--- config.mk ---
export PLATFORM = sky130hd
export DESIGN_NAME = mpc_loader
export DESIGN_NICKNAME = d
export VERILOG_FILES = /design/src/design/mpc_pkg.sv /design/src/design/mpc_loader.sv /design/src/design/mpc_pin_decode.sv
export SDC_FILE = /design/constraint.sdc
export NUM_CORES = 1
export LEC_CHECK = 0
export BUFFER_PORTS_ARGS = -buffer_cell sky130_fd_sc_hd__buf_2
export CORE_ASPECT_RATIO = 1.75
export CORE_MARGIN = 3
export CORE_UTILIZATION = 30
export DETAILED_ROUTE_END_ITERATION = 8
export SLEW_MARGIN = 20
export SYNTH_ARGS = -nofsm -noshare
export SYNTH_HDL_FRONTEND = slang
export SYNTH_SLANG_ARGS = --single-unit
--- constraint.sdc ---
create_clock -name clk -period 8.69 [get_ports clk]
set_input_delay 0 -clock clk [delete_from_list [all_inputs] [get_ports clk]]
set_output_delay 0 -clock clk [all_outputs]
set_load 0.01 [all_outputs]
--- src/design/mpc_pkg.sv ---
// shared constants, types and tables for the multi-mode pin config loader
package mpc_pkg;

  // connection kind of one multi-mode pin
  typedef enum logic [1:0] {
    MPC_KIND_LOW,
    MPC_KIND_OPEN,
    MPC_KIND_HIGH,
    MPC_KIND_RES
  } mpc_kind_e;

  // raw front-end view of one pin, asynchronous to clk
  typedef struct packed {
    logic       lvl_low;   // pin below the low threshold
    logic       lvl_high;  // pin above the high threshold
    logic       res_seen;  // resistor to signal_ground detected
    logic [4:0] res_code;  // resistor index 0..24
  } mpc_raw_s;

  // classified pin
  typedef struct packed {
    mpc_kind_e  kind;
    logic [4:0] code;
  } mpc_pin_s;

  // image held in the persistent_config_store
  typedef struct packed {
    logic [9:0] vout;      // 10 mV units
    logic [9:0] thresh;    // alert threshold, 10 mV units, 0 = off
  } mpc_store_s;

  // pin positions
  localparam int PIN_COUNT                  = 3;
  localparam int PIN_BUS_ADDRESS_SELECT     = 0;
  localparam int PIN_OUTPUT_LEVEL_FINE      = 1;
  localparam int PIN_OUTPUT_LEVEL_COARSE    = 2;

  // resistor decoding
  localparam logic [4:0] RES_CODE_MAX       = 5'h18;  // 25 codes, 0..24
  localparam logic [9:0] RES_COARSE_STEP    = 10'h019; // 25 fine steps per coarse step
  localparam logic [6:0] ADDR_STRAP_SPAN    = 7'h03;  // strap codes before resistor codes

  // host selectors
  localparam logic [1:0] SEL_VOUT           = 2'h0;
  localparam logic [1:0] SEL_THRESH         = 2'h1;
  localparam logic [1:0] SEL_ADDR           = 2'h2;
  localparam logic [1:0] SEL_CEIL           = 2'h3;

  // reset values
  localparam logic [9:0] VOUT_RESET         = 10'h000;
  localparam logic [9:0] THRESH_RESET       = 10'h000;
  localparam logic [6:0] ADDR_RESET         = 7'h00;

  // timing
  localparam int CLK_HZ                     = 100_000_000;
  localparam int SETTLE_CYCLES              = 4;       // covers the two-flop pin sync
  localparam int GOOD_DELAY_MS              = 100;
  localparam int GOOD_DELAY_CYCLES          = (CLK_HZ / 1000) * GOOD_DELAY_MS;

  // strap output level table, coarse major, 10 mV units
  localparam logic [9:0] VOUT_STRAP [9] = '{
    10'h03c, 10'h050, 10'h064,
    10'h078, 10'h096, 10'h0b4,
    10'h0fa, 10'h14a, 10'h1f4
  };

endpackage

--- src/design/mpc_loader.sv ---
// multi-mode pin configuration loader with host override and power good
`timescale 1ns/100ps
// How it works
// sample pins at power-up and Restore
// classify pin low, open, high, resistor
// one strap pin three, two nine
// resistor mode gives 25 codes per pin
// address and ceiling only from pins
// ceiling is pin voltage plus ten percent
// host may overwrite and read settings
// store active configuration in persistent memory
// regulate from pin settings without programming
// host-set threshold raises alert toward host
// power good 100 ms after in band
// outside drives enable high to run
// latched settings hold until next sampling
module mpc_loader
  import mpc_pkg::*;
#(
  parameter int         GOOD_CYCLES = GOOD_DELAY_CYCLES, // power good delay
  parameter logic [6:0] ADDR_BASE   = 7'h20              // first bus address
)(
  input  wire logic               clk,                    // 100 MHz clock
  input  wire logic               rst_n,                  // power-on reset, low
  input  mpc_pkg::mpc_raw_s       pin_raw [PIN_COUNT],    // multi-mode pins, async
  input  wire logic               enable_pin,             // enable input, async
  input  wire logic               in_band_pin,            // output in band, async
  input  wire logic               restore_cmd,            // Restore command pulse
  input  wire logic               host_wr_valid,          // host write strobe
  input  wire logic [1:0]         host_wr_sel,            // setting selector
  input  wire logic [9:0]         host_wr_data,           // write value
  input  wire logic               host_rd_valid,          // host read strobe
  input  wire logic [1:0]         host_rd_sel,            // setting selector
  input  wire logic               host_store,             // store to persistent memory
  input  wire logic               host_alert_clear,       // clear the alert
  input  wire logic               store_valid,            // store holds an image
  input  mpc_pkg::mpc_store_s     store_rd_data,          // image read at power-up
  input  wire logic [9:0]         vout_meas,              // measured output, 10 mV
  output logic [10:0]             host_rd_data,           // read value
  output logic                    host_rd_ack,            // read answer pulse
  output logic                    store_wr_en,            // store write pulse
  output mpc_pkg::mpc_store_s     store_wr_data,          // image to store
  output logic [6:0]              bus_address,            // bus device address
  output logic [9:0]              vout_setting,           // active output level
  output logic [10:0]             output_voltage_ceiling, // ceiling, 10 mV
  output logic                    cfg_ready,              // settings latched
  output logic                    regulate_en,            // run the converter
  output logic                    power_good_output,      // power good
  output logic                    bus_alert_output        // alert, sticky
);

  typedef enum logic [1:0] {ST_SETTLE, ST_LATCH, ST_RUN} mpc_state_e;

  mpc_state_e  state_reg;
  logic [2:0]  settle_cnt_reg;
  logic        first_reg;
  mpc_pin_s    pin_dec [PIN_COUNT];
  logic [9:0]  vout_pins;
  logic [9:0]  thresh_reg;
  logic [9:0]  vout_pin_reg;
  logic [6:0]  addr_next;
  logic [23:0] good_cnt_reg;
  logic        en_meta_reg;
  logic        en_sync_reg;
  logic        band_meta_reg;
  logic        band_sync_reg;
  logic        host_ok;

  // strap kind to table index 0..2
  function automatic logic [3:0] strap_idx(input mpc_kind_e k);
    case (k)
      MPC_KIND_LOW:  strap_idx = 4'h0;
      MPC_KIND_OPEN: strap_idx = 4'h1;
      MPC_KIND_HIGH: strap_idx = 4'h2;
      default:       strap_idx = 4'h0;
    endcase
  endfunction

  // resistor code, strap pins count as code 0 when mixed with a resistor
  function automatic logic [9:0] res_val(input mpc_pin_s p);
    res_val = (p.kind == MPC_KIND_RES) ? {5'h00, p.code} : 10'h000;
  endfunction

  // one classifier per pin
  genvar gi;
  generate
    for (gi = 0; gi < PIN_COUNT; gi++) begin : g_pin
      mpc_pin_decode u_dec (
        .clk   (clk),
        .rst_n (rst_n),
        .raw   (pin_raw[gi]),
        .pin   (pin_dec[gi])
      );
    end
  endgenerate

  // level inputs from outside pass two flops
  always_ff @(posedge clk or negedge rst_n) begin
    if (!rst_n) begin
      en_meta_reg   <= 1'b0;
      en_sync_reg   <= 1'b0;
      band_meta_reg <= 1'b0;
      band_sync_reg <= 1'b0;
    end else begin
      en_meta_reg   <= enable_pin;
      en_sync_reg   <= en_meta_reg;
      band_meta_reg <= in_band_pin;
      band_sync_reg <= band_meta_reg;
    end
  end

  // output level from the coarse and fine pins
  always_comb begin
    if (pin_dec[PIN_OUTPUT_LEVEL_FINE].kind == MPC_KIND_RES ||
        pin_dec[PIN_OUTPUT_LEVEL_COARSE].kind == MPC_KIND_RES) begin
      // coarse index times 25 plus fine index
      vout_pins = 10'(res_val(pin_dec[PIN_OUTPUT_LEVEL_COARSE]) * RES_COARSE_STEP)
                + res_val(pin_dec[PIN_OUTPUT_LEVEL_FINE]);
    end else begin
      vout_pins = VOUT_STRAP[4'(strap_idx(pin_dec[PIN_OUTPUT_LEVEL_COARSE].kind) * 4'h3
                           + strap_idx(pin_dec[PIN_OUTPUT_LEVEL_FINE].kind))];
    end
  end

  // address: three strap codes, then the 25 resistor codes
  always_comb begin
    if (pin_dec[PIN_BUS_ADDRESS_SELECT].kind == MPC_KIND_RES) begin
      addr_next = ADDR_BASE + ADDR_STRAP_SPAN
                + {2'h0, pin_dec[PIN_BUS_ADDRESS_SELECT].code};
    end else begin
      addr_next = ADDR_BASE
                + {3'h0, strap_idx(pin_dec[PIN_BUS_ADDRESS_SELECT].kind)};
    end
  end

  assign host_ok = (state_reg == ST_RUN);

  // sampling sequence: power-up and every Restore taken in run resample the pins
  always_ff @(posedge clk or negedge rst_n) begin
    if (!rst_n) begin
      state_reg      <= ST_SETTLE;
      settle_cnt_reg <= 3'h0;
    end else begin
      case (state_reg)
        ST_SETTLE: begin
          settle_cnt_reg <= settle_cnt_reg + 3'h1;
          if (settle_cnt_reg == 3'(SETTLE_CYCLES - 1)) begin
            state_reg <= ST_LATCH;
          end
        end
        ST_LATCH: begin
          state_reg <= ST_RUN;
        end
        ST_RUN: begin
          settle_cnt_reg <= 3'h0;
          if (restore_cmd) begin
            state_reg <= ST_SETTLE;
          end
        end
        default: begin
          state_reg <= ST_SETTLE;
        end
      endcase
    end
  end

  // pin-only settings, changed by sampling alone
  always_ff @(posedge clk or negedge rst_n) begin
    if (!rst_n) begin
      bus_address            <= ADDR_RESET;
      vout_pin_reg           <= VOUT_RESET;
      output_voltage_ceiling <= 11'h000;
      cfg_ready              <= 1'b0;
    end else begin
      if (state_reg == ST_LATCH) begin
        bus_address            <= addr_next;
        vout_pin_reg           <= vout_pins;
        output_voltage_ceiling <= {1'b0, vout_pins}
                                + {1'b0, vout_pins / 10'h00a};
      end
      cfg_ready <= (state_reg == ST_LATCH) || (cfg_ready && state_reg == ST_RUN);
    end
  end

  // host-writable settings: vout loaded at every sampling, thresh only from a stored image at power-up; then only the host moves them
  always_ff @(posedge clk or negedge rst_n) begin
    if (!rst_n) begin
      vout_setting <= VOUT_RESET;
      thresh_reg   <= THRESH_RESET;
      first_reg    <= 1'b1;
    end else if (state_reg == ST_LATCH) begin
      first_reg <= 1'b0;
      // a stored image wins at power-up only; Restore reads the pins again
      if (first_reg && store_valid) begin
        vout_setting <= store_rd_data.vout;
        thresh_reg   <= store_rd_data.thresh;
      end else begin
        vout_setting <= vout_pins;
      end
    end else if (host_ok && host_wr_valid) begin
      // address and ceiling writes are dropped
      if (host_wr_sel == SEL_VOUT) begin
        vout_setting <= host_wr_data;
      end else if (host_wr_sel == SEL_THRESH) begin
        thresh_reg <= host_wr_data;
      end
    end
  end

  // read back the values in effect, answer one cycle later
  always_ff @(posedge clk or negedge rst_n) begin
    if (!rst_n) begin
      host_rd_data <= 11'h000;
      host_rd_ack  <= 1'b0;
    end else begin
      host_rd_ack <= host_rd_valid;
      if (host_rd_valid) begin
        case (host_rd_sel)
          SEL_VOUT:   host_rd_data <= {1'b0, vout_setting};
          SEL_THRESH: host_rd_data <= {1'b0, thresh_reg};
          SEL_ADDR:   host_rd_data <= {4'h0, bus_address};
          SEL_CEIL:   host_rd_data <= output_voltage_ceiling;
          default:    host_rd_data <= 11'h000;
        endcase
      end
    end
  end

  // store write is a single pulse carrying the active image
  always_ff @(posedge clk or negedge rst_n) begin
    if (!rst_n) begin
      store_wr_en   <= 1'b0;
      store_wr_data <= '0;
    end else begin
      store_wr_en <= host_ok && host_store;
      if (host_ok && host_store) begin
        store_wr_data <= '{vout: vout_setting, thresh: thresh_reg};
      end
    end
  end

  // sticky alert; a measurement above the threshold beats a clear in the same cycle
  always_ff @(posedge clk or negedge rst_n) begin
    if (!rst_n) begin
      bus_alert_output <= 1'b0;
    end else if (thresh_reg != 10'h000 && vout_meas > thresh_reg) begin
      bus_alert_output <= 1'b1;
    end else if (host_alert_clear) begin
      bus_alert_output <= 1'b0;
    end
  end

  // run as soon as settings are latched and enable is high
  always_ff @(posedge clk or negedge rst_n) begin
    if (!rst_n) begin
      regulate_en <= 1'b0;
    end else begin
      regulate_en <= en_sync_reg && cfg_ready;
    end
  end

  // power good after the band has held for the full delay
  always_ff @(posedge clk or negedge rst_n) begin
    if (!rst_n) begin
      good_cnt_reg      <= 24'h000000;
      power_good_output <= 1'b0;
    end else if (!(regulate_en && band_sync_reg)) begin
      good_cnt_reg      <= 24'h000000;
      power_good_output <= 1'b0;
    end else if (good_cnt_reg == 24'(GOOD_CYCLES - 1)) begin
      power_good_output <= 1'b1;
    end else begin
      good_cnt_reg <= good_cnt_reg + 24'h000001;
    end
  end

  a_restore_resample: assert property (@(posedge clk) disable iff (!rst_n)
    state_reg == ST_RUN && restore_cmd |=> state_reg == ST_SETTLE ##4 state_reg == ST_LATCH)
    else $error("restore did not resample in time");

  a_ceiling_ratio: assert property (@(posedge clk) disable iff (!rst_n)
    output_voltage_ceiling == {1'b0, vout_pin_reg} + {1'b0, vout_pin_reg / 10'h00a})
    else $error("ceiling not ten percent above pin level");

  a_addr_pins_only: assert property (@(posedge clk) disable iff (!rst_n)
    state_reg == ST_RUN && !$past(state_reg == ST_LATCH) |-> $stable(bus_address))
    else $error("address moved outside sampling");

  a_host_vout_write: assert property (@(posedge clk) disable iff (!rst_n)
    host_ok && host_wr_valid && host_wr_sel == SEL_VOUT |=> vout_setting == $past(host_wr_data))
    else $error("host write not taken");

  a_read_answer: assert property (@(posedge clk) disable iff (!rst_n)
    host_rd_valid && host_rd_sel == SEL_ADDR |=> host_rd_ack && host_rd_data[6:0] == $past(bus_address))
    else $error("read answer wrong");

  a_store_pulse: assert property (@(posedge clk) disable iff (!rst_n)
    host_ok && host_store |=> store_wr_en && store_wr_data.vout == $past(vout_setting))
    else $error("store write missing");

  a_alert_set_wins: assert property (@(posedge clk) disable iff (!rst_n)
    thresh_reg != 10'h000 && vout_meas > thresh_reg |=> bus_alert_output)
    else $error("alert not raised");

  a_regulate_gate: assert property (@(posedge clk) disable iff (!rst_n)
    regulate_en |-> $past(en_sync_reg) && $past(cfg_ready))
    else $error("regulating without enable or settings");

  a_good_needs_band: assert property (@(posedge clk) disable iff (!rst_n)
    $rose(power_good_output) |-> good_cnt_reg == 24'(GOOD_CYCLES - 1) && $past(band_sync_reg))
    else $error("power good early");

endmodule

--- src/design/mpc_pin_decode.sv ---
// synchroniser and classifier for one multi-mode pin
`timescale 1ns/100ps
module mpc_pin_decode
  import mpc_pkg::*;
(
  input  wire logic            clk,      // system clock
  input  wire logic            rst_n,    // async reset, active low
  input  wire mpc_pkg::mpc_raw_s raw,    // front-end levels, async
  output mpc_pkg::mpc_pin_s    pin       // classified pin, registered
);

  mpc_raw_s raw_meta_reg;
  mpc_raw_s raw_sync_reg;

  // two flops before anything reads the front end
  always_ff @(posedge clk or negedge rst_n) begin
    if (!rst_n) begin
      raw_meta_reg <= '0;
      raw_sync_reg <= '0;
    end else begin
      raw_meta_reg <= raw;
      raw_sync_reg <= raw_meta_reg;
    end
  end

  // resistor beats levels, since a resistor also pulls the pin low
  always_ff @(posedge clk or negedge rst_n) begin
    if (!rst_n) begin
      pin <= '{kind: MPC_KIND_OPEN, code: 5'h00};
    end else if (raw_sync_reg.res_seen) begin
      pin.kind <= MPC_KIND_RES;
      pin.code <= (raw_sync_reg.res_code > RES_CODE_MAX) ?
                  RES_CODE_MAX : raw_sync_reg.res_code;
    end else if (raw_sync_reg.lvl_high) begin
      pin <= '{kind: MPC_KIND_HIGH, code: 5'h00};
    end else if (raw_sync_reg.lvl_low) begin
      pin <= '{kind: MPC_KIND_LOW, code: 5'h00};
    end else begin
      pin <= '{kind: MPC_KIND_OPEN, code: 5'h00};
    end
  end

  a_code_in_range: assert property (@(posedge clk) disable iff (!rst_n)
    pin.code <= RES_CODE_MAX)
    else $error("resistor code above 24");

endmodule

* After elaboration in Yosys (flattened, before gate mapping) *
Memories as Yosys holds them, arrays and structs flattened.
Cells that the tools add are included.

cells by class
  equal/unequal tests = 23
  mux-type cells = 44
  $add $sub $neg = 7
  bitwise logic cells = 1
  div/mod/pow operators = 1
  magnitude comparators = 5
  reduce and logical (&&, ||, !) cells = 21
  multipliers = 2

operators with widths
  kind                   count
  $mux 10                12
  $mux 7                 7
  $mux 24                2
  $pmux 11 s4            1
  $mux 5                 5
  $add 24x1->24 const B  1
  $eq 24x24->1 const B   1
  $eq 2x2->1 const B     9
  $mux 6                 3
  $gt 5x5->1 const B     3
  $eq 2x1->1 const B     6
  $mux 4                 3
  $pmux 2 s2             3
  $add 10x10->11         1
  $add 10x5->10          1
  $div 10x4->10 const B  1
  $gt 10x10->1           1
  $mul 5x5->10 const B   1
  $reduce_bool 10->1     1
  $reduce_bool 2->1      5
  $ne 2x2->1 const B     4
  $add 6x4->7 const A    1
  $add 6x5->7 const A    1
  $logic_and 1x1->1      7
  other kinds (15)       24

word-level totals
  memory bits (read-only) = 160
  register bits after elaboration = 178
  output and inout port bits = 65
  memories kept = 1

memory list
  name             depth  width  rd ports  clocked after Yosys merged registers in  write ports  RTL line           source
  (no name shown)  16     10     1         0                                        0            mpc_loader.sv:120  vout_pins = VOUT_STRAP[4'(strap_idx(pin_dec[PIN_OUTPUT_LEVEL_COARSE].kind) * 4'h3

* Depth between registers and ports, before layout *
  depth after elaboration = 12
  depth in mapped cells = 36

* Modules after synthesis *
A second synthesis with hierarchy kept.

unflattened totals
  cell total of the unflattened synthesis = 885
  area total of the unflattened synthesis = 9145.0 um2

modules (own cells, without submodules)
  module          seq. area each (um2)  cells an instance  area each (um2)  times used
  mpc_loader      2728.9                792                7260.7           1
  mpc_pin_decode  576.8                 31                 628.1            3

* Worst setup path after synthesis *
OpenSTA, ideal clock, no wires.

  path kind = register to register
  from = register g_pin[2].u_dec.pin[5] in the netlist's numbering
  to = register output_voltage_ceiling[9]
  path buffers = 1
  cell stages (with the launch flop) = 31
  required time = 8.607 ns
  setup slack = 2.024 ns
  period minus slack after synthesis = 6.666 ns
  arrival = 6.583 ns
  path through = dfstp_2 > ha_1 > and2_1 > ha_1 > ha_1 > inv_1 > fa_1 > inv_1 > ha_1 > or2_2 > o31a_1 > a211oi_2 > o21ai_1 > and2_1 > buf_2 > o221ai_1 > o2111ai_1 > o211a_1 > a32o_1 > maj3_2 > a211o_1 > ha_1 > a21o_1 > a21o_1 > a21o_1 > a21oi_1 > o21bai_1 > a21oi_1 > nor3_1 > xnor2_1 > o21ai_0

between the ends
  cells in the longest elaborated chain, start to end = 12
  elaborated cells on any way between the ends = 18

RTL lines
  what                                             RTL line              source
  from (decl)                                      mpc_pin_decode.sv:9   output mpc_pkg::mpc_pin_s pin
  from (signal assigned)                           mpc_pin_decode.sv:29  pin <= '{kind: MPC_KIND_OPEN, code: 5'h00};
  from (signal assigned)                           mpc_pin_decode.sv:35  pin <= '{kind: MPC_KIND_HIGH, code: 5'h00};
  from (signal assigned)                           mpc_pin_decode.sv:37  pin <= '{kind: MPC_KIND_LOW, code: 5'h00};
  $eq 2x2->1 / $eq 2x1->1 (equally long branches)  mpc_loader.sv:71      case (k)
  $pmux 2 s2                                       mpc_loader.sv:71
  $mux 4                                           mpc_loader.sv:114     if (pin_dec[PIN_OUTPUT_LEVEL_FINE].kind == MPC_KIND_RES ||
  $mul 4x2->4                                      mpc_loader.sv:120
  $add 4x4->4                                      mpc_loader.sv:121     + strap_idx(pin_dec[PIN_OUTPUT_LEVEL_FINE].kind))];
  $not 4->5 (implied by the code)                  mpc_loader.sv:120
  $mem_v2 16x10                                    -
  $mux 10 (implied by the code) (2 in series)      mpc_loader.sv:120
  $mux 10 *                                        mpc_loader.sv:114
  $div 10x4->10                                    mpc_loader.sv:179     + {1'b0, vout_pins / 10'h00a};
  $add 10x10->11 *                                 mpc_loader.sv:179
  to (signal assigned)                             mpc_loader.sv:178     output_voltage_ceiling <= {1'b0, vout_pins}
  to (decl)                                        mpc_loader.sv:45      output logic [10:0] output_voltage_ceiling,

Every way passes the cells marked *; elsewhere a longest branch is shown, timed or not. The select of a mux whose other input is x is not followed.
A chain may end at the register's enable or synchronous reset.

* Final worst setup path *
Ends and elaborated chain as after synthesis.

==> impl_metrics.csv <==
group,metric,value,unit
outcome,outcome,"completed",
layout,diodes,0,
critical_path,reg2regPathDepth,29,
placed_design,dp_cells,1386,
critical_path,cp_top_family,"compound AO/OA/AOI/OAI gates",
sta,fmax,0.134,GHz
placed_design,gp_congestion,0.867,
critical_path,cpPeakStageDelay,0.68,ns
sta,tns,0,ns
critical_path,cp.required,9.05,ns
global_routing,grt-ovfl-total,0,
sta,fin_crit,7.46,ns
hold_path,hold_depth,4,
clocking,clk-insertion-delay-late,0.45,ns
pwr,p_leak,5.39,nW
global_routing,use_met1,14.7,%
logic_synthesis,synthTopCellsByArea,"dfrtp_1 (47%), ha_1 (7.7%), nand2_1 (3.5%), o21ai_0 (2.9%), mux2_2 (2.8%)",
critical_path,cp_num_buf_inv,2,
pwr,p_comb_share,33.1,%
clocking,path_clk_slew,0.07,ns
layout,drive_above_1_share,22.4,%
route,dr.pass1.iters,5,
layout,mostFrequentLayoutCells,"dfrtp_1 (174), buf_2 (141), nand2_1 (87)",
logic_synthesis,yosys_register_bits,178,
sta,max-slew-margin-rel,33.0,%
sta,finalHoldViolCount,0,
critical_path,arrival,7.82,ns
placed_design,dpl.hpwl,17.3,mm
hold_path,min_from,"host_wr_data[7]",
clocking,clock_path_buffers,2,
logic_synthesis,synth_top_cell_by_area,"dfrtp_1",
layout,regArea,4460,um2
logic_synthesis,synthCells,891,
route,drt-initial-drc-count,312,
sta,finClkSkew,0.0176,ns
layout,final_area,11600,um2
global_routing,grt_busiest_layer,"met2",
hold_path,holdPathEnd,"vout_setting[7]",
clocking,cts_tree,"built",
layout,finalNonFillerCells,1481,
critical_path,crit_slowest_cell,"a221oi_2",
placed_design,io_buffers,142,
job,cap_violations,0,
global_routing,antenna_found_initial,0,
die,pin_count,143,
pwr,p_clk_share,26.9,%
global_routing,grtUsageMet3,3.06,%
sta,fin_ws,1.23,ns
clocking,clockRootBuffer,"clkbuf_16",
hold_path,hp-class,"primary input to flip-flop",
logic_synthesis,yosys_warnings,0,
logic_synthesis,synth-seq-area-share,47.9,%
placed_design,dp_slack,1.24,ns
logic_synthesis,synth_cell_types,80,
sta,slew_viol_final,0,
route,ant_nets,0,
critical_path,worst-r2r-setup-slack,1.23,ns
global_routing,grt_pass1_vias,7377,
route,route.vias.total,7362,
logic_synthesis,ys_async_sr_fraction,100,%
clocking,cts.htree.levels,4,
layout,multiInputGateArea,4520,um2
route,wl_per_cell,15.5,um
layout,final_common_cell,"dfrtp_1",
global_routing,grt_usage,14.0,%
clocking,numCtsBuffers,17,
critical_path,critPathKind,"flip-flop to flip-flop",
layout,area_growth,24.8,%
critical_path,cp_common_cell,"ha_1",
critical_path,timing.rr.start,"g_pin[2].u_dec.pin[5]",
critical_path,path_max_fanout,9,
layout,final_nets,1221,
placed_design,place_area,10400,um2
sta,fin_crit_sh,85.9,%
layout,utilization,38.3,%
global_routing,grt_max_degree,108,
sta,worstMarginPinSlew,1.01,ns
die,start_util,30.7,%
logic_synthesis,synth_area,9310,um2
pwr,power_per_cell_area,245,nW/um2
logic_synthesis,synthFlopType,"dfrtp_1",
logic_synthesis,synth_top_area_share,46.7,%
die,die_area,33300,um2
critical_path,cp-start-kind,"flip-flop",
logic_synthesis,synth_edf_count,0,
critical_path,worst_setup_path_end_kind,"flip-flop",
global_routing,grt_pass1_wl,37.3,mm
die,core_area,30400,um2
route,route.detailed.drc,0,
layout,nFillCells,3009,
pwr,p_int,1.81,mW
pwr,switching_share,36.5,%
die,rows,84,
die,die_y,239,um
logic_synthesis,synth.net_count,1031,
pwr,power.switching,1.04,mW
route,routed_via_density,4.97,
route,routed_wl,22.9,mm
sta,rsz0062_at_grt,"no",
pwr,power_frac_seq,40.0,%
global_routing,grt.met2_usage,26.2,%
critical_path,regToRegEndpoint,"output_voltage_ceiling[9]",
die,fp.dieW,139,um
logic_synthesis,synth.avg_cell_area,10.5,um2
clocking,cts_setup_buffers,0,
clocking,clock-sinks,178,
pwr,ir_drop,149,uV
sta,setup_viol,0,
-- cell usage after synthesis, types with 17 or more instances --
cell type and instances:
a21oi_1 41, nand2_1 88, o21ai_0 54, nand3_1 17, mux2_2 23, and2_1 25, dfrtp_1 174, clkbuf_1 30
xor2_1 21, xnor2_1 18, nor2_1 60, inv_1 42, ha_1 57
-- power by group through the flow --
stage / combinational, mW / sequential [mW] / clock (mW)
finish: 0.944 / 1.14 / 0.768
global placement: 0.900 / 1.15 / 0
detailed placement: 0.912 / 1.16 / 0
global route: 1.05 / 1.16 / 0.825
floorplan: 0.552 / 1.16 / 0
CTS: 0.952 / 1.14 / 0.796
-- cell families (layout without fill, tap and decap cells) --
kind of cell / count (synthesis) / count (layout) / synth area share (%)
AND/OR/NAND/NOR: 281 / 281 / 15.0
AO/OA/AOI/OAI: 205 / 205 / 15.1
flip-flops: 178 / 178 / 47.9
buffers and inverters: 83 / 286 / 3.63
adder cells (fa/ha/maj): 63 / 63 / 8.85
multiplexers: 42 / 42 / 5.90
XOR/XNOR: 39 / 39 / 3.67
-- area by class of cell --
class | count | share of cell area (%)
inverter | 45 | 1.45
tap | 387 | 4.16
multi-input combinational | 630 | 38.9
clock inverter | 15 | 1.64
timing repair buffer | 209 | 11.8
clock buffer | 17 | 3.66
sequential | 178 | 38.4
-- layer usage --
| layer | routed length, um | vias to the layer above |
|---|---|---|
| met3 | 1080 | 48 |
| met1 | 8760 | 3543 |
| li1 | - | 3550 |
| met4 | 850 | 0 |
| met2 | 12200 | 221 |
| met5 | 0 | - |
-- stage by stage --
step                      hold WS, ns  power (mW)
after floorplan                -0.296        1.71
after global placement          0.110        2.05
after detailed placement        0.109        2.07
after CTS                     0.00491        2.89
after global routing           0.0320        3.04
final                          0.0270        2.85
-- worst max path at each step --
| stage | startpoint | endpoint | slack, ns | depth (start not counted) |
|---|---|---|---|---|
| after floorplan | g_pin[2].u_dec.pin[5] | output_voltage_ceiling[9] | 2.02 | 30 |
| after global placement | g_pin[2].u_dec.pin[5] | output_voltage_ceiling[9] | 1.40 | 30 |
| after detailed placement | g_pin[2].u_dec.pin[5] | output_voltage_ceiling[9] | 1.24 | 30 |
| after CTS | g_pin[2].u_dec.pin[5] | output_voltage_ceiling[9] | 1.22 | 30 |
| after global routing | g_pin[2].u_dec.pin[5] | output_voltage_ceiling[9] | 0.68 | 29 |
| final | g_pin[2].u_dec.pin[5] | output_voltage_ceiling[9] | 1.23 | 29 |
-- tightest hold or removal path, delay by kind of cell --
family / cells / cell delay (ns)
muxes: 1 / 0.16
AOI/OAI and AO/OA: 1 / 0.13
buffers and inverters: 1 / 0.08
and+or+nand+nor: 1 / 0.07
-- repair_timing --
action,4_1_cts,5_1_grt
hold endpoints to repair,155,0
hold buffers,63,0
setup endpoints to repair,0,0
gates resized for setup,0,0
Power figures use the tool's default switching activity.
